<file path="config.mk">
export PLATFORM = sky130hd
export DESIGN_NAME = instr_exec
export DESIGN_NICKNAME = d
export VERILOG_FILES = /design/src/exec_pkg.sv /design/src/alu_if.sv /design/src/exec_alu.sv /design/src/instr_exec.sv
export SDC_FILE = /design/constraint.sdc
export NUM_CORES = 1
export LEC_CHECK = 0
export BUFFER_PORTS_ARGS = -buffer_cell sky130_fd_sc_hd__buf_2
export CAP_MARGIN = 20
export CORE_ASPECT_RATIO = 1.2
export CORE_MARGIN = 4
export CORE_UTILIZATION = 58
export DETAILED_ROUTE_END_ITERATION = 10
export GPL_TIMING_DRIVEN = 0
export PLACE_DENSITY = 0.79
export SYNTH_ARGS = -nofsm -noshare
export SYNTH_HDL_FRONTEND = slang
export SYNTH_SLANG_ARGS = --single-unit
export TNS_END_PERCENT = 30
</file>
<file path="constraint.sdc">
create_clock -name core_clk_i -period 3.5 [get_ports core_clk_i]
set_input_delay 0.7 -clock core_clk_i [delete_from_list [all_inputs] [get_ports core_clk_i]]
set_output_delay 0.7 -clock core_clk_i [all_outputs]
set_load 0.02 [all_outputs]
</file>
<file path="src/exec_pkg.sv">
// Constants, opcodes and state codes for the instruction execution subset.
// Assumes every user compiles this package first and writes exec_pkg::name.
package exec_pkg;

   // ----------------------------------------------------------------
   // Widths and depths
   // ----------------------------------------------------------------
   localparam int WORD_W      = 8;   // Data path width
   localparam int FADDR_W     = 7;   // File register address width
   localparam int PC_W        = 13;  // Program counter width
   localparam int STACK_DEPTH = 8;   // Hardware call stack levels

   // ----------------------------------------------------------------
   // Destination select encoding
   // ----------------------------------------------------------------
   localparam logic DEST_WORK = 1'b0;  // Result to working register
   localparam logic DEST_FILE = 1'b1;  // Result back to file register

   // ----------------------------------------------------------------
   // Reset values
   // ----------------------------------------------------------------
   localparam logic [WORD_W-1:0] WORK_RST    = 8'h00;   // Working register
   localparam logic [PC_W-1:0]   PC_RST      = 13'h0000; // Reset vector
   localparam logic              CARRY_RST   = 1'b0;    // Carry flag
   localparam logic              ZERO_RST    = 1'b0;    // Zero flag
   localparam logic              PWR_DOWN_RST = 1'b1;   // Power-down flag
   localparam logic              TO_FLAG_RST = 1'b1;    // Time-out flag

   // ----------------------------------------------------------------
   // Values written by the power-down instruction
   // ----------------------------------------------------------------
   localparam logic PWR_DOWN_SLEEP = 1'b0; // Power-down flag on sleep
   localparam logic TO_FLAG_SLEEP = 1'b1;  // Time-out flag on sleep

   // ----------------------------------------------------------------
   // Operation codes
   // ----------------------------------------------------------------
   typedef enum logic [2:0] {
      INCREMENT_FILE_OP     = 3'h0,  // File plus one
      OR_WORK_WITH_FILE_OP  = 3'h1,  // Work OR file
      ROTATE_LEFT_CARRY_OP  = 3'h2,  // Rotate left through carry
      ROTATE_RIGHT_CARRY_OP = 3'h3,  // Rotate right through carry
      RETURN_OP             = 3'h4,  // Pop stack into PC
      SLEEP_OP              = 3'h5,  // Enter power-down
      CALL_OP               = 3'h6,  // Push return address, jump
      NOP_OP                = 3'h7   // No operation
   } op_e;

   // ----------------------------------------------------------------
   // Sequencer states
   // ----------------------------------------------------------------
   typedef enum logic [1:0] {
      ST_EXEC  = 2'h0,  // Taking instructions
      ST_FLUSH = 2'h1,  // Second cycle of a return
      ST_SLEEP = 2'h2   // Oscillator halted
   } state_e;

endpackage : exec_pkg

</file>
<file path="src/alu_if.sv">
// Carrier between the sequencer and its arithmetic unit.
// Assumes exec_pkg is compiled first.
`timescale 1ns/100ps
`default_nettype none
interface alu_if;
   exec_pkg::op_e                   op;        // Operation in flight
   logic [exec_pkg::WORD_W-1:0]     file_val;  // Addressed file value
   logic [exec_pkg::WORD_W-1:0]     work_val;  // Working register value
   logic                            carry_in;  // Current carry flag
   logic [exec_pkg::WORD_W-1:0]     result;    // Operation result
   logic                            zero;      // Result is zero
   logic                            carry_out; // Carry after rotate

   // Sequencer side drives operands
   modport seq_side (output op, file_val, work_val, carry_in,
                     input  result, zero, carry_out);
   // Arithmetic side returns results
   modport alu_side (input  op, file_val, work_val, carry_in,
                     output result, zero, carry_out);
endinterface : alu_if
`default_nettype wire

</file>
<file path="src/exec_alu.sv">
// Combinational arithmetic for the file-register operations.
// Assumes operands arrive on alu_if and are stable within the cycle.
`timescale 1ns/100ps
`default_nettype none
module exec_alu (
   alu_if.alu_side bus  // Operands in, results out
);

   // ----------------------------------------------------------------
   // Candidate results
   // ----------------------------------------------------------------
   // increment by one
   wire [exec_pkg::WORD_W-1:0] inc_w = bus.file_val + 8'h01;
   wire [exec_pkg::WORD_W-1:0] or_w  = bus.work_val | bus.file_val;
   // old carry fills the vacated end
   wire [exec_pkg::WORD_W-1:0] rl_w  =
      {bus.file_val[exec_pkg::WORD_W-2:0], bus.carry_in};
   wire [exec_pkg::WORD_W-1:0] rr_w  =
      {bus.carry_in, bus.file_val[exec_pkg::WORD_W-1:1]};

   // ----------------------------------------------------------------
   // Result and flag selection
   // ----------------------------------------------------------------
   assign bus.result =
      (bus.op == exec_pkg::INCREMENT_FILE_OP)     ? inc_w :
      (bus.op == exec_pkg::OR_WORK_WITH_FILE_OP)  ? or_w  :
      (bus.op == exec_pkg::ROTATE_LEFT_CARRY_OP)  ? rl_w  :
      (bus.op == exec_pkg::ROTATE_RIGHT_CARRY_OP) ? rr_w  :
      bus.file_val;
   assign bus.zero = (bus.result == 8'h00);
   // bit pushed out becomes the carry
   assign bus.carry_out =
      (bus.op == exec_pkg::ROTATE_LEFT_CARRY_OP)
         ? bus.file_val[exec_pkg::WORD_W-1] :
      (bus.op == exec_pkg::ROTATE_RIGHT_CARRY_OP)
         ? bus.file_val[0] : bus.carry_in;

endmodule : exec_alu
`default_nettype wire

</file>
<file path="src/instr_exec.sv">
// Execution of a subset of an 8-bit core's instructions: file increment,
// OR with work, rotates through carry, call/return and power-down.
// Assumes file_rdata_i holds the addressed file value while op_valid_i is
// high, and that an outside watchdog obeys the clear pulses.
`timescale 1ns/100ps
`default_nettype none
module instr_exec #(
   parameter int DEPTH = exec_pkg::STACK_DEPTH  // Call stack levels
) (
   input  wire logic                          core_clk_i,     // Clock
   input  wire logic                          rstn_i,         // Sync reset
   input  wire logic                          op_valid_i,     // Op present
   input  wire exec_pkg::op_e                 op_i,           // Opcode
   input  wire logic                          dest_i,         // 1 = file
   input  wire logic [exec_pkg::FADDR_W-1:0]  file_addr_i,    // File addr
   input  wire logic [exec_pkg::WORD_W-1:0]   file_rdata_i,   // File value
   input  wire logic [exec_pkg::PC_W-1:0]     call_target_i,  // Call target
   input  wire logic                          wake_i,         // Leave sleep
   output logic                               op_ready_o,     // Op taken
   output logic                               file_we_o,      // File write
   output logic [exec_pkg::FADDR_W-1:0]       file_waddr_o,   // Write addr
   output logic [exec_pkg::WORD_W-1:0]        file_wdata_o,   // Write data
   output logic [exec_pkg::WORD_W-1:0]        work_o,         // Work reg
   output logic                               carry_o,        // Carry flag
   output logic                               zero_o,         // Zero flag
   output logic [exec_pkg::PC_W-1:0]          pc_o,           // PC
   output logic                               wdt_clear_o,    // Count clr
   output logic                               presc_clear_o,  // Presc clr
   output logic                               power_down_flag_o, // Power-down
   output logic                               timeout_flag_o, // TO bit
   output logic                               sleep_o,        // Asleep
   output logic                               osc_stop_o      // Osc halted
);

   // ----------------------------------------------------------------
   // Local types and constants
   // ----------------------------------------------------------------
   localparam int SP_W = $clog2(DEPTH);             // Stack pointer width
   localparam logic [SP_W-1:0] SP_ONE = SP_W'(1);   // Pointer step

   // ----------------------------------------------------------------
   // State
   // ----------------------------------------------------------------
   exec_pkg::state_e                state_q, state_d;   // Sequencer
   logic [exec_pkg::WORD_W-1:0]     work_q;             // Working register
   logic                            carry_q, zero_q;    // Status flags
   logic [exec_pkg::PC_W-1:0]       pc_q;               // Program counter
   logic [exec_pkg::PC_W-1:0]       stack_q [DEPTH];    // Call stack
   logic [SP_W-1:0]                 sp_q;               // Next free level
   logic                            we_q;               // File write strobe
   logic [exec_pkg::FADDR_W-1:0]    waddr_q;            // File write addr
   logic [exec_pkg::WORD_W-1:0]     wdata_q;            // File write data
   logic                            wdt_clr_q;          // Count clear
   logic                            pwr_dn_q, to_q;     // Power status

   alu_if alu_bus ();   // Operands to the arithmetic unit

   // ----------------------------------------------------------------
   // Decode
   // ----------------------------------------------------------------
   wire take_w   = op_valid_i & op_ready_o;             // Op accepted
   wire is_inc_w = (op_i == exec_pkg::INCREMENT_FILE_OP);
   wire is_or_w  = (op_i == exec_pkg::OR_WORK_WITH_FILE_OP);
   wire is_rl_w  = (op_i == exec_pkg::ROTATE_LEFT_CARRY_OP);
   wire is_rr_w  = (op_i == exec_pkg::ROTATE_RIGHT_CARRY_OP);
   wire is_ret_w = (op_i == exec_pkg::RETURN_OP);
   wire is_slp_w = (op_i == exec_pkg::SLEEP_OP);
   wire is_cal_w = (op_i == exec_pkg::CALL_OP);
   wire file_op_w = is_inc_w | is_or_w | is_rl_w | is_rr_w;  // Writes
   wire fop_take_w = take_w & file_op_w;                // File op taken
   wire to_file_w = fop_take_w & (dest_i == exec_pkg::DEST_FILE);
   wire to_work_w = fop_take_w & (dest_i == exec_pkg::DEST_WORK);
   // zero flag only on inc and or
   wire upd_z_w  = take_w & (is_inc_w | is_or_w);
   wire upd_c_w  = take_w & (is_rl_w | is_rr_w);
   wire [SP_W-1:0] top_idx_w = sp_q - SP_ONE;           // Top level
   wire [exec_pkg::PC_W-1:0] stack_top_value = stack_q[top_idx_w];

   // ----------------------------------------------------------------
   // Arithmetic unit
   // ----------------------------------------------------------------
   assign alu_bus.op       = op_i;
   assign alu_bus.file_val = file_rdata_i;
   assign alu_bus.work_val = work_q;
   assign alu_bus.carry_in = carry_q;

   exec_alu u_alu (
      .bus (alu_bus)
   );

   // ----------------------------------------------------------------
   // Sequencer next state
   // ----------------------------------------------------------------
   // Return holds the pipe one extra cycle; sleep waits for wake
   always_comb
   begin
      state_d = state_q;
      case (state_q)
         exec_pkg::ST_EXEC:
         begin
            if (take_w && is_ret_w)
               state_d = exec_pkg::ST_FLUSH;
            else if (take_w && is_slp_w)
               state_d = exec_pkg::ST_SLEEP;
         end
         exec_pkg::ST_FLUSH:
            state_d = exec_pkg::ST_EXEC;    // Fetch slot discarded
         exec_pkg::ST_SLEEP:
            if (wake_i)
               state_d = exec_pkg::ST_EXEC; // Resume on wake
         default:
            state_d = exec_pkg::ST_EXEC;
      endcase
   end

   assign op_ready_o = (state_q == exec_pkg::ST_EXEC);

   // Sequencer register
   always_ff @(posedge core_clk_i)
   begin
      if (!rstn_i)
         state_q <= exec_pkg::ST_EXEC;
      else
         state_q <= state_d;
   end

   // ----------------------------------------------------------------
   // Working register and status flags
   // ----------------------------------------------------------------
   always_ff @(posedge core_clk_i)
   begin
      if (!rstn_i)
      begin
         work_q  <= exec_pkg::WORK_RST;
         carry_q <= exec_pkg::CARRY_RST;
         zero_q  <= exec_pkg::ZERO_RST;
      end
      else
      begin
         if (to_work_w)
            work_q <= alu_bus.result;
         if (upd_z_w)
            zero_q <= alu_bus.zero;
         if (upd_c_w)
            carry_q <= alu_bus.carry_out;
      end
   end

   // ----------------------------------------------------------------
   // File write port
   // ----------------------------------------------------------------
   always_ff @(posedge core_clk_i)
   begin
      if (!rstn_i)
      begin
         we_q    <= 1'b0;
         waddr_q <= '0;
         wdata_q <= 8'h00;
      end
      else
      begin
         we_q <= to_file_w;
         if (fop_take_w)
         begin
            waddr_q <= file_addr_i;
            wdata_q <= alu_bus.result;
         end
      end
   end

   // ----------------------------------------------------------------
   // Program counter and call stack
   // ----------------------------------------------------------------
   // Stack wraps silently when overfilled, as a circular buffer
   always_ff @(posedge core_clk_i)
   begin
      if (!rstn_i)
      begin
         pc_q <= exec_pkg::PC_RST;
         sp_q <= '0;
         for (int i = 0; i < DEPTH; i++)
            stack_q[i] <= exec_pkg::PC_RST;
      end
      else if (take_w)
      begin
         if (is_ret_w)
         begin
            pc_q <= stack_top_value;
            sp_q <= top_idx_w;
         end
         else if (is_cal_w)
         begin
            stack_q[sp_q] <= pc_q + 13'h0001;
            sp_q          <= sp_q + SP_ONE;
            pc_q          <= call_target_i;
         end
         else
            pc_q <= pc_q + 13'h0001;      // Sequential fetch
      end
   end

   // ----------------------------------------------------------------
   // Power-down status and watchdog clear
   // ----------------------------------------------------------------
   always_ff @(posedge core_clk_i)
   begin
      if (!rstn_i)
      begin
         wdt_clr_q <= 1'b0;
         pwr_dn_q  <= exec_pkg::PWR_DOWN_RST;
         to_q      <= exec_pkg::TO_FLAG_RST;
      end
      else
      begin
         // clear pulse for count and prescaler
         wdt_clr_q <= take_w & is_slp_w;
         if (take_w && is_slp_w)
         begin
            pwr_dn_q <= exec_pkg::PWR_DOWN_SLEEP;
            to_q <= exec_pkg::TO_FLAG_SLEEP;
         end
      end
   end

   // ----------------------------------------------------------------
   // Outputs
   // ----------------------------------------------------------------
   assign file_we_o         = we_q;
   assign file_waddr_o      = waddr_q;
   assign file_wdata_o      = wdata_q;
   assign work_o            = work_q;
   assign carry_o           = carry_q;
   assign zero_o            = zero_q;
   assign pc_o              = pc_q;
   assign wdt_clear_o       = wdt_clr_q;
   assign presc_clear_o     = wdt_clr_q;
   assign power_down_flag_o = pwr_dn_q;
   assign timeout_flag_o    = to_q;
   assign sleep_o           = (state_q == exec_pkg::ST_SLEEP);
   assign osc_stop_o        = (state_q == exec_pkg::ST_SLEEP);

   // ----------------------------------------------------------------
   // Checks
   // ----------------------------------------------------------------
   AST_DEST_WORK: assert property (
      @(posedge core_clk_i) disable iff (!rstn_i)
      to_work_w |=> !file_we_o && work_o == $past(alu_bus.result))
      else $error("work destination not honoured");

   AST_DEST_FILE: assert property (
      @(posedge core_clk_i) disable iff (!rstn_i)
      to_file_w |=> file_we_o && file_waddr_o == $past(file_addr_i)
         && file_wdata_o == $past(alu_bus.result)
         && work_o == $past(work_q))
      else $error("file destination not honoured");

   AST_INC: assert property (
      @(posedge core_clk_i) disable iff (!rstn_i)
      take_w && is_inc_w |=>
         $past(alu_bus.result) == $past(file_rdata_i) + 8'h01
         && zero_o == ($past(alu_bus.result) == 8'h00) && $stable(carry_o))
      else $error("increment wrong");

   AST_OR: assert property (
      @(posedge core_clk_i) disable iff (!rstn_i)
      take_w && is_or_w |=>
         $past(alu_bus.result) == ($past(work_q) | $past(file_rdata_i))
         && zero_o == ($past(alu_bus.result) == 8'h00) && $stable(carry_o))
      else $error("inclusive OR wrong");

   AST_ROT_LEFT: assert property (
      @(posedge core_clk_i) disable iff (!rstn_i)
      take_w && is_rl_w |=> carry_o == $past(file_rdata_i[7])
         && $past(alu_bus.result) == {$past(file_rdata_i[6:0]),
                                      $past(carry_q)} && $stable(zero_o))
      else $error("rotate left wrong");

   AST_ROT_RIGHT: assert property (
      @(posedge core_clk_i) disable iff (!rstn_i)
      take_w && is_rr_w |=> carry_o == $past(file_rdata_i[0])
         && $past(alu_bus.result) == {$past(carry_q),
                                      $past(file_rdata_i[7:1])}
         && $stable(zero_o))
      else $error("rotate right wrong");

   AST_ROT_ENDS: assert property (
      @(posedge core_clk_i) disable iff (!rstn_i)
      to_file_w && is_rl_w |=> file_wdata_o[0] == $past(carry_q))
      else $error("old carry not rotated in");

   AST_SLEEP_WDT: assert property (
      @(posedge core_clk_i) disable iff (!rstn_i)
      take_w && is_slp_w |=> wdt_clear_o && presc_clear_o ##1 !wdt_clear_o)
      else $error("watchdog not cleared once on sleep");

   AST_SLEEP_FLAGS: assert property (
      @(posedge core_clk_i) disable iff (!rstn_i)
      take_w && is_slp_w |=> !power_down_flag_o && timeout_flag_o)
      else $error("power status wrong after sleep");

   AST_SLEEP_HALT: assert property (
      @(posedge core_clk_i) disable iff (!rstn_i)
      take_w && is_slp_w |=> sleep_o && osc_stop_o && !op_ready_o)
      else $error("sleep state not entered");

   AST_RET_PC: assert property (
      @(posedge core_clk_i) disable iff (!rstn_i)
      take_w && is_ret_w |=> pc_o == $past(stack_top_value)
         && $stable(carry_o) && $stable(zero_o))
      else $error("return did not load stack top");

   AST_RET_TWO: assert property (
      @(posedge core_clk_i) disable iff (!rstn_i)
      take_w && is_ret_w |=> !op_ready_o ##1 op_ready_o)
      else $error("return is not two cycles");

endmodule : instr_exec
`default_nettype wire

</file>
==> summary.md <==
| Metric | Value |
|---|---|
| Outcome | finished, final reports clean |
| Worst VDD drop | 0.000513 V |
| Post-route ant nets | 0 |
| Crit path largest cell delay | 0.58 ns |
| Skew-Pair Late Insertion Delay | 0.42 ns |
| Core Util, Final | 69.9% |
| Clock share of power | 41.7% |
| CP Class | flip-flop to flip-flop |
| Clock sink count | 150 |
| Mapped Nets | 658 |
| Setup TNS | 0 ns |
| Syn. warnings | 0 |
| Initial antenna violation count | 0 |
| Seq/Total Area, Yosys | 57.5% |
| Cell taking the most area after synthesis | edfxtp_1 |
| First-pass GRT wire length | 26.3 mm |
| HPWL after detailed placement | 12.8 mm |
| Vias in the first global route | 5,161 |
| PortBufs | 78 |
| Gr usage total | 25.1% |
| Final-stage net count | 755 |
| Crit. End Element | flip-flop |
| Gr ovfl total | 0 |
| TritonCTS clock tree | done |
| Largest net degree at the start of global routing | 17 |
| H-tree Lvls | 4 |
| Final Power | 4.26 mW |
| Final Hold Fails | 0 |
| Fin Hold WS | 0.451 ns |
| Crit path time final | 3.23 ns |
| Syn avg cell area | 11.4 sq um |
| Post-synth EDFFs | 104 |
| Yosys cell types | 63 |
| Critical path, cell by cell | buf_4 -> buf_2 -> inv_1 -> ha_1 -> buf_2 -> clkbuf_1 -> mux4_2 -> a22oi_1 -> o211ai_1 -> o211a_1 |
| Pleak | 3.09 nW |
| Async set or reset register ratio after synthesis | 0% |
| ANT cells | 0 |
| Drt pass-1 iters | 5 |
| Crit-path leading delay family | buffers and inverters |
| Worst hold path class | flip-flop to flip-flop |
| Slew headroom | 42.4% |
| DRC errors left | 0 |
| I/O Pins | 82 |
| Die span in y | 129 um |
| Iter 0 DRT Violations | 458 |
| Final period utilization | 92.3% |
| Unrepaired setup endpoints after global routing | false |
| Critical path peak fanout | 10 |
| Worst Path Arrival | 3.54 ns |
| Most frequent CP cell | buf_2 |
| WP buf/inv | 5 |
| Area delta synth->final | 16.6% |
| Gate power share | 11.1% |
| # rows | 43 |
| Clock skew | 0.00657 ns |
| Post-synthesis cell area | 7030 sq um |
| Via density | 5.98 |
| CTS buffer count | 17 |
| Synth top area share | 44.4% |
| Area of the core | 11,700 sq um |
| Initial Util | 60.0% |
| Die width | 109 um |
| RePlAce Congestion | 0.908 |
| Ranking of synthesized cells by area | edfxtp_1 (44%), dfxtp_1 (13%), mux4_2 (8.3%), nor2_1 (7.1%), a21oi_1 (3.6%) |
| Slew @ Worst Pin | 0.858 ns |
| Routed wire length | 17.2 mm |
| Register bit total from synthesis | 150 |
| Sw Share | 25.1% |
| Routed vias | 5,288 |
| Sequential Power Share | 47.2% |
| Post-CTS Repair Setup Buffers | 0 |
| Power Density | 520 nW/um^2 |
| Post-cts sizing count | 0 |
| Cts hold-fix bufs | 0 |
| Filler cells | 853 |
| Share of layout cells above drive strength 1 | 23.1% |
| Root buf cell | clkbuf_16 |
| CP max-delay cell | clkbuf_1 |
| Setup violations, final | 0 |
| Worst setup SP type | flip-flop |
| DR WL/cell | 19.4 um |
| Post-placement cell area | 7620 sq um |
| Int Pwr | 3.19 mW |
| Post-Syn Instances | 618 |
| Max-Cap Viols | 0 |
| Max Buffers Root-to-Sink | 2 |
| Die ar. | 14,000 sq um |
| Max-slew violation count | 0 |
| Psw | 1.07 mW |
| Clock Pin Slew Worst Setup and Hold Paths | 0.06 ns |
| Max Freq | 309 MHz |
| Worst EP required | 3.81 ns |
| Main synth FF type | edfxtp_1 |
| Post-route cell area | 8200 sq um |
-- cell type report --
cell class	instances	area (sq um)	area share (%)
buffer	45	226	2.76
clock buffer	18	429	5.23
clock inverter	14	150	1.83
inverter	11	41.3	0.504
multi-input combinational	412	2720	33.2
sequential	150	4040	49.3
tap	157	196	2.40
timing repair buffer	78	390	4.76
-- cell usage after synthesis (2+ instances only) --
library cell,count
nor2b_1,5
a221oi_1,4
xor2_1,6
nor3b_1,2
and3_1,8
inv_1,11
nor3b_2,2
dfxtp_1,46
clkbuf_1,23
nand3_1,11
nor3_1,12
mux4_2,26
o211ai_1,8
buf_6,3
buf_2,13
o22a_1,2
xnor2_1,10
o21ai_0,11
nand2_1,46
edfxtp_1,104
o211a_1,5
nand4_1,5
a311oi_1,2
buf_4,5
a22oi_1,8
and3b_1,2
ha_1,4
a211oi_1,9
o22ai_1,2
or3_1,2
mux2i_1,7
a21oi_1,50
nor2_1,133
a211o_1,2
-- worst reg2reg max path: stages (launching register included) --
cell,delay (ns)
dfxtp_1,0.34
buf_4,0.23
buf_2,0.39
inv_1,0.15
ha_1,0.30
buf_2,0.24
clkbuf_1,0.58
mux4_2,0.44
a22oi_1,0.18
o211ai_1,0.12
o211a_1,0.16
-- metrics by stage --
stage	worst slack [ns]	cells
after floorplan	0.906	618
after global placement	0.317	853
after detailed placement	0.285	853
after CTS	0.264	885
after global routing	0.0703	885
final	0.269	885
-- power groups by stage --
stage / sequential, mW / combinational, mW / clock, mW
final: 2.01 / 0.472 / 1.78
after global routing: 2.02 / 0.510 / 1.87
after CTS: 2.01 / 0.470 / 1.79
after detailed placement: 2.05 / 0.465 / 0
after global placement: 2.04 / 0.458 / 0
after floorplan: 2.07 / 0.284 / 0
-- cells by family (layout without fill, tap and decap cells) --
| family | after synthesis | count (layout) | share of synthesized area (%) |
|---|---|---|---|
| mux | 35 | 35 | 9.64 |
| xor+xnor | 16 | 16 | 1.99 |
| other cells | 1 | 1 | 0.0533 |
| simple gates | 242 | 242 | 15.6 |
| compound gates | 114 | 114 | 10.7 |
| fa+ha+maj | 4 | 4 | 0.712 |
| buf+inv | 56 | 166 | 3.81 |
| flops | 150 | 150 | 57.5 |
-- placed cells by master (no fill, tap or decap), types with 3 or more instances in the layout --
master	n
ha_1	4
a221oi_1	4
o21ai_0	11
inv_1	11
nand3_1	11
nor3_1	12
nand2_1	46
o211a_1	5
buf_2	91
clkinvlp_4	3
clkbuf_1	24
buf_6	3
mux2i_1	7
and3_1	8
nand4_1	5
clkinv_4	3
a211oi_1	9
mux4_2	26
nor2b_1	5
nor2_1	133
o211ai_1	8
xnor2_1	10
clkbuf_16	17
a22oi_1	8
xor2_1	6
a21oi_1	50
edfxtp_1	104
dfxtp_1	46
buf_4	5
-- worst paths after layout --
path / startpoint / end / slack (ns) / cells past startpoint
worst min-delay path: file_waddr_o[2] / file_waddr_o[2] / 0.45 / 2
worst min register to register: file_waddr_o[2] / file_waddr_o[2] / 0.45 / 2
worst max-delay path: sp_q[0] / pc_o[12] / 0.27 / 10
worst max register to register: sp_q[0] / pc_o[12] / 0.27 / 10
-- sequential cells by signal, summed over array words and instances (netlist names), 2 cells and up --
signal and count:
stack_q 104, pc_o 13, file_wdata_o 8, work_o 8, file_waddr_o 7, sp_q 3, state_q 2
-- routing by layer --
layer | wire length (um) | vias to the layer above | global-route usage [%] | share of wire, %
li1 | - | 2462 | - | -
met2 | 9090 | 258 | 44.5 | 53
met5 | 0 | - | 0 | 0
met4 | 575 | 0 | 11.2 | 3.3
met1 | 6300 | 2520 | 28.4 | 37
met3 | 1210 | 48 | 6.27 | 7.1
(Power assumes the default switching activity.)
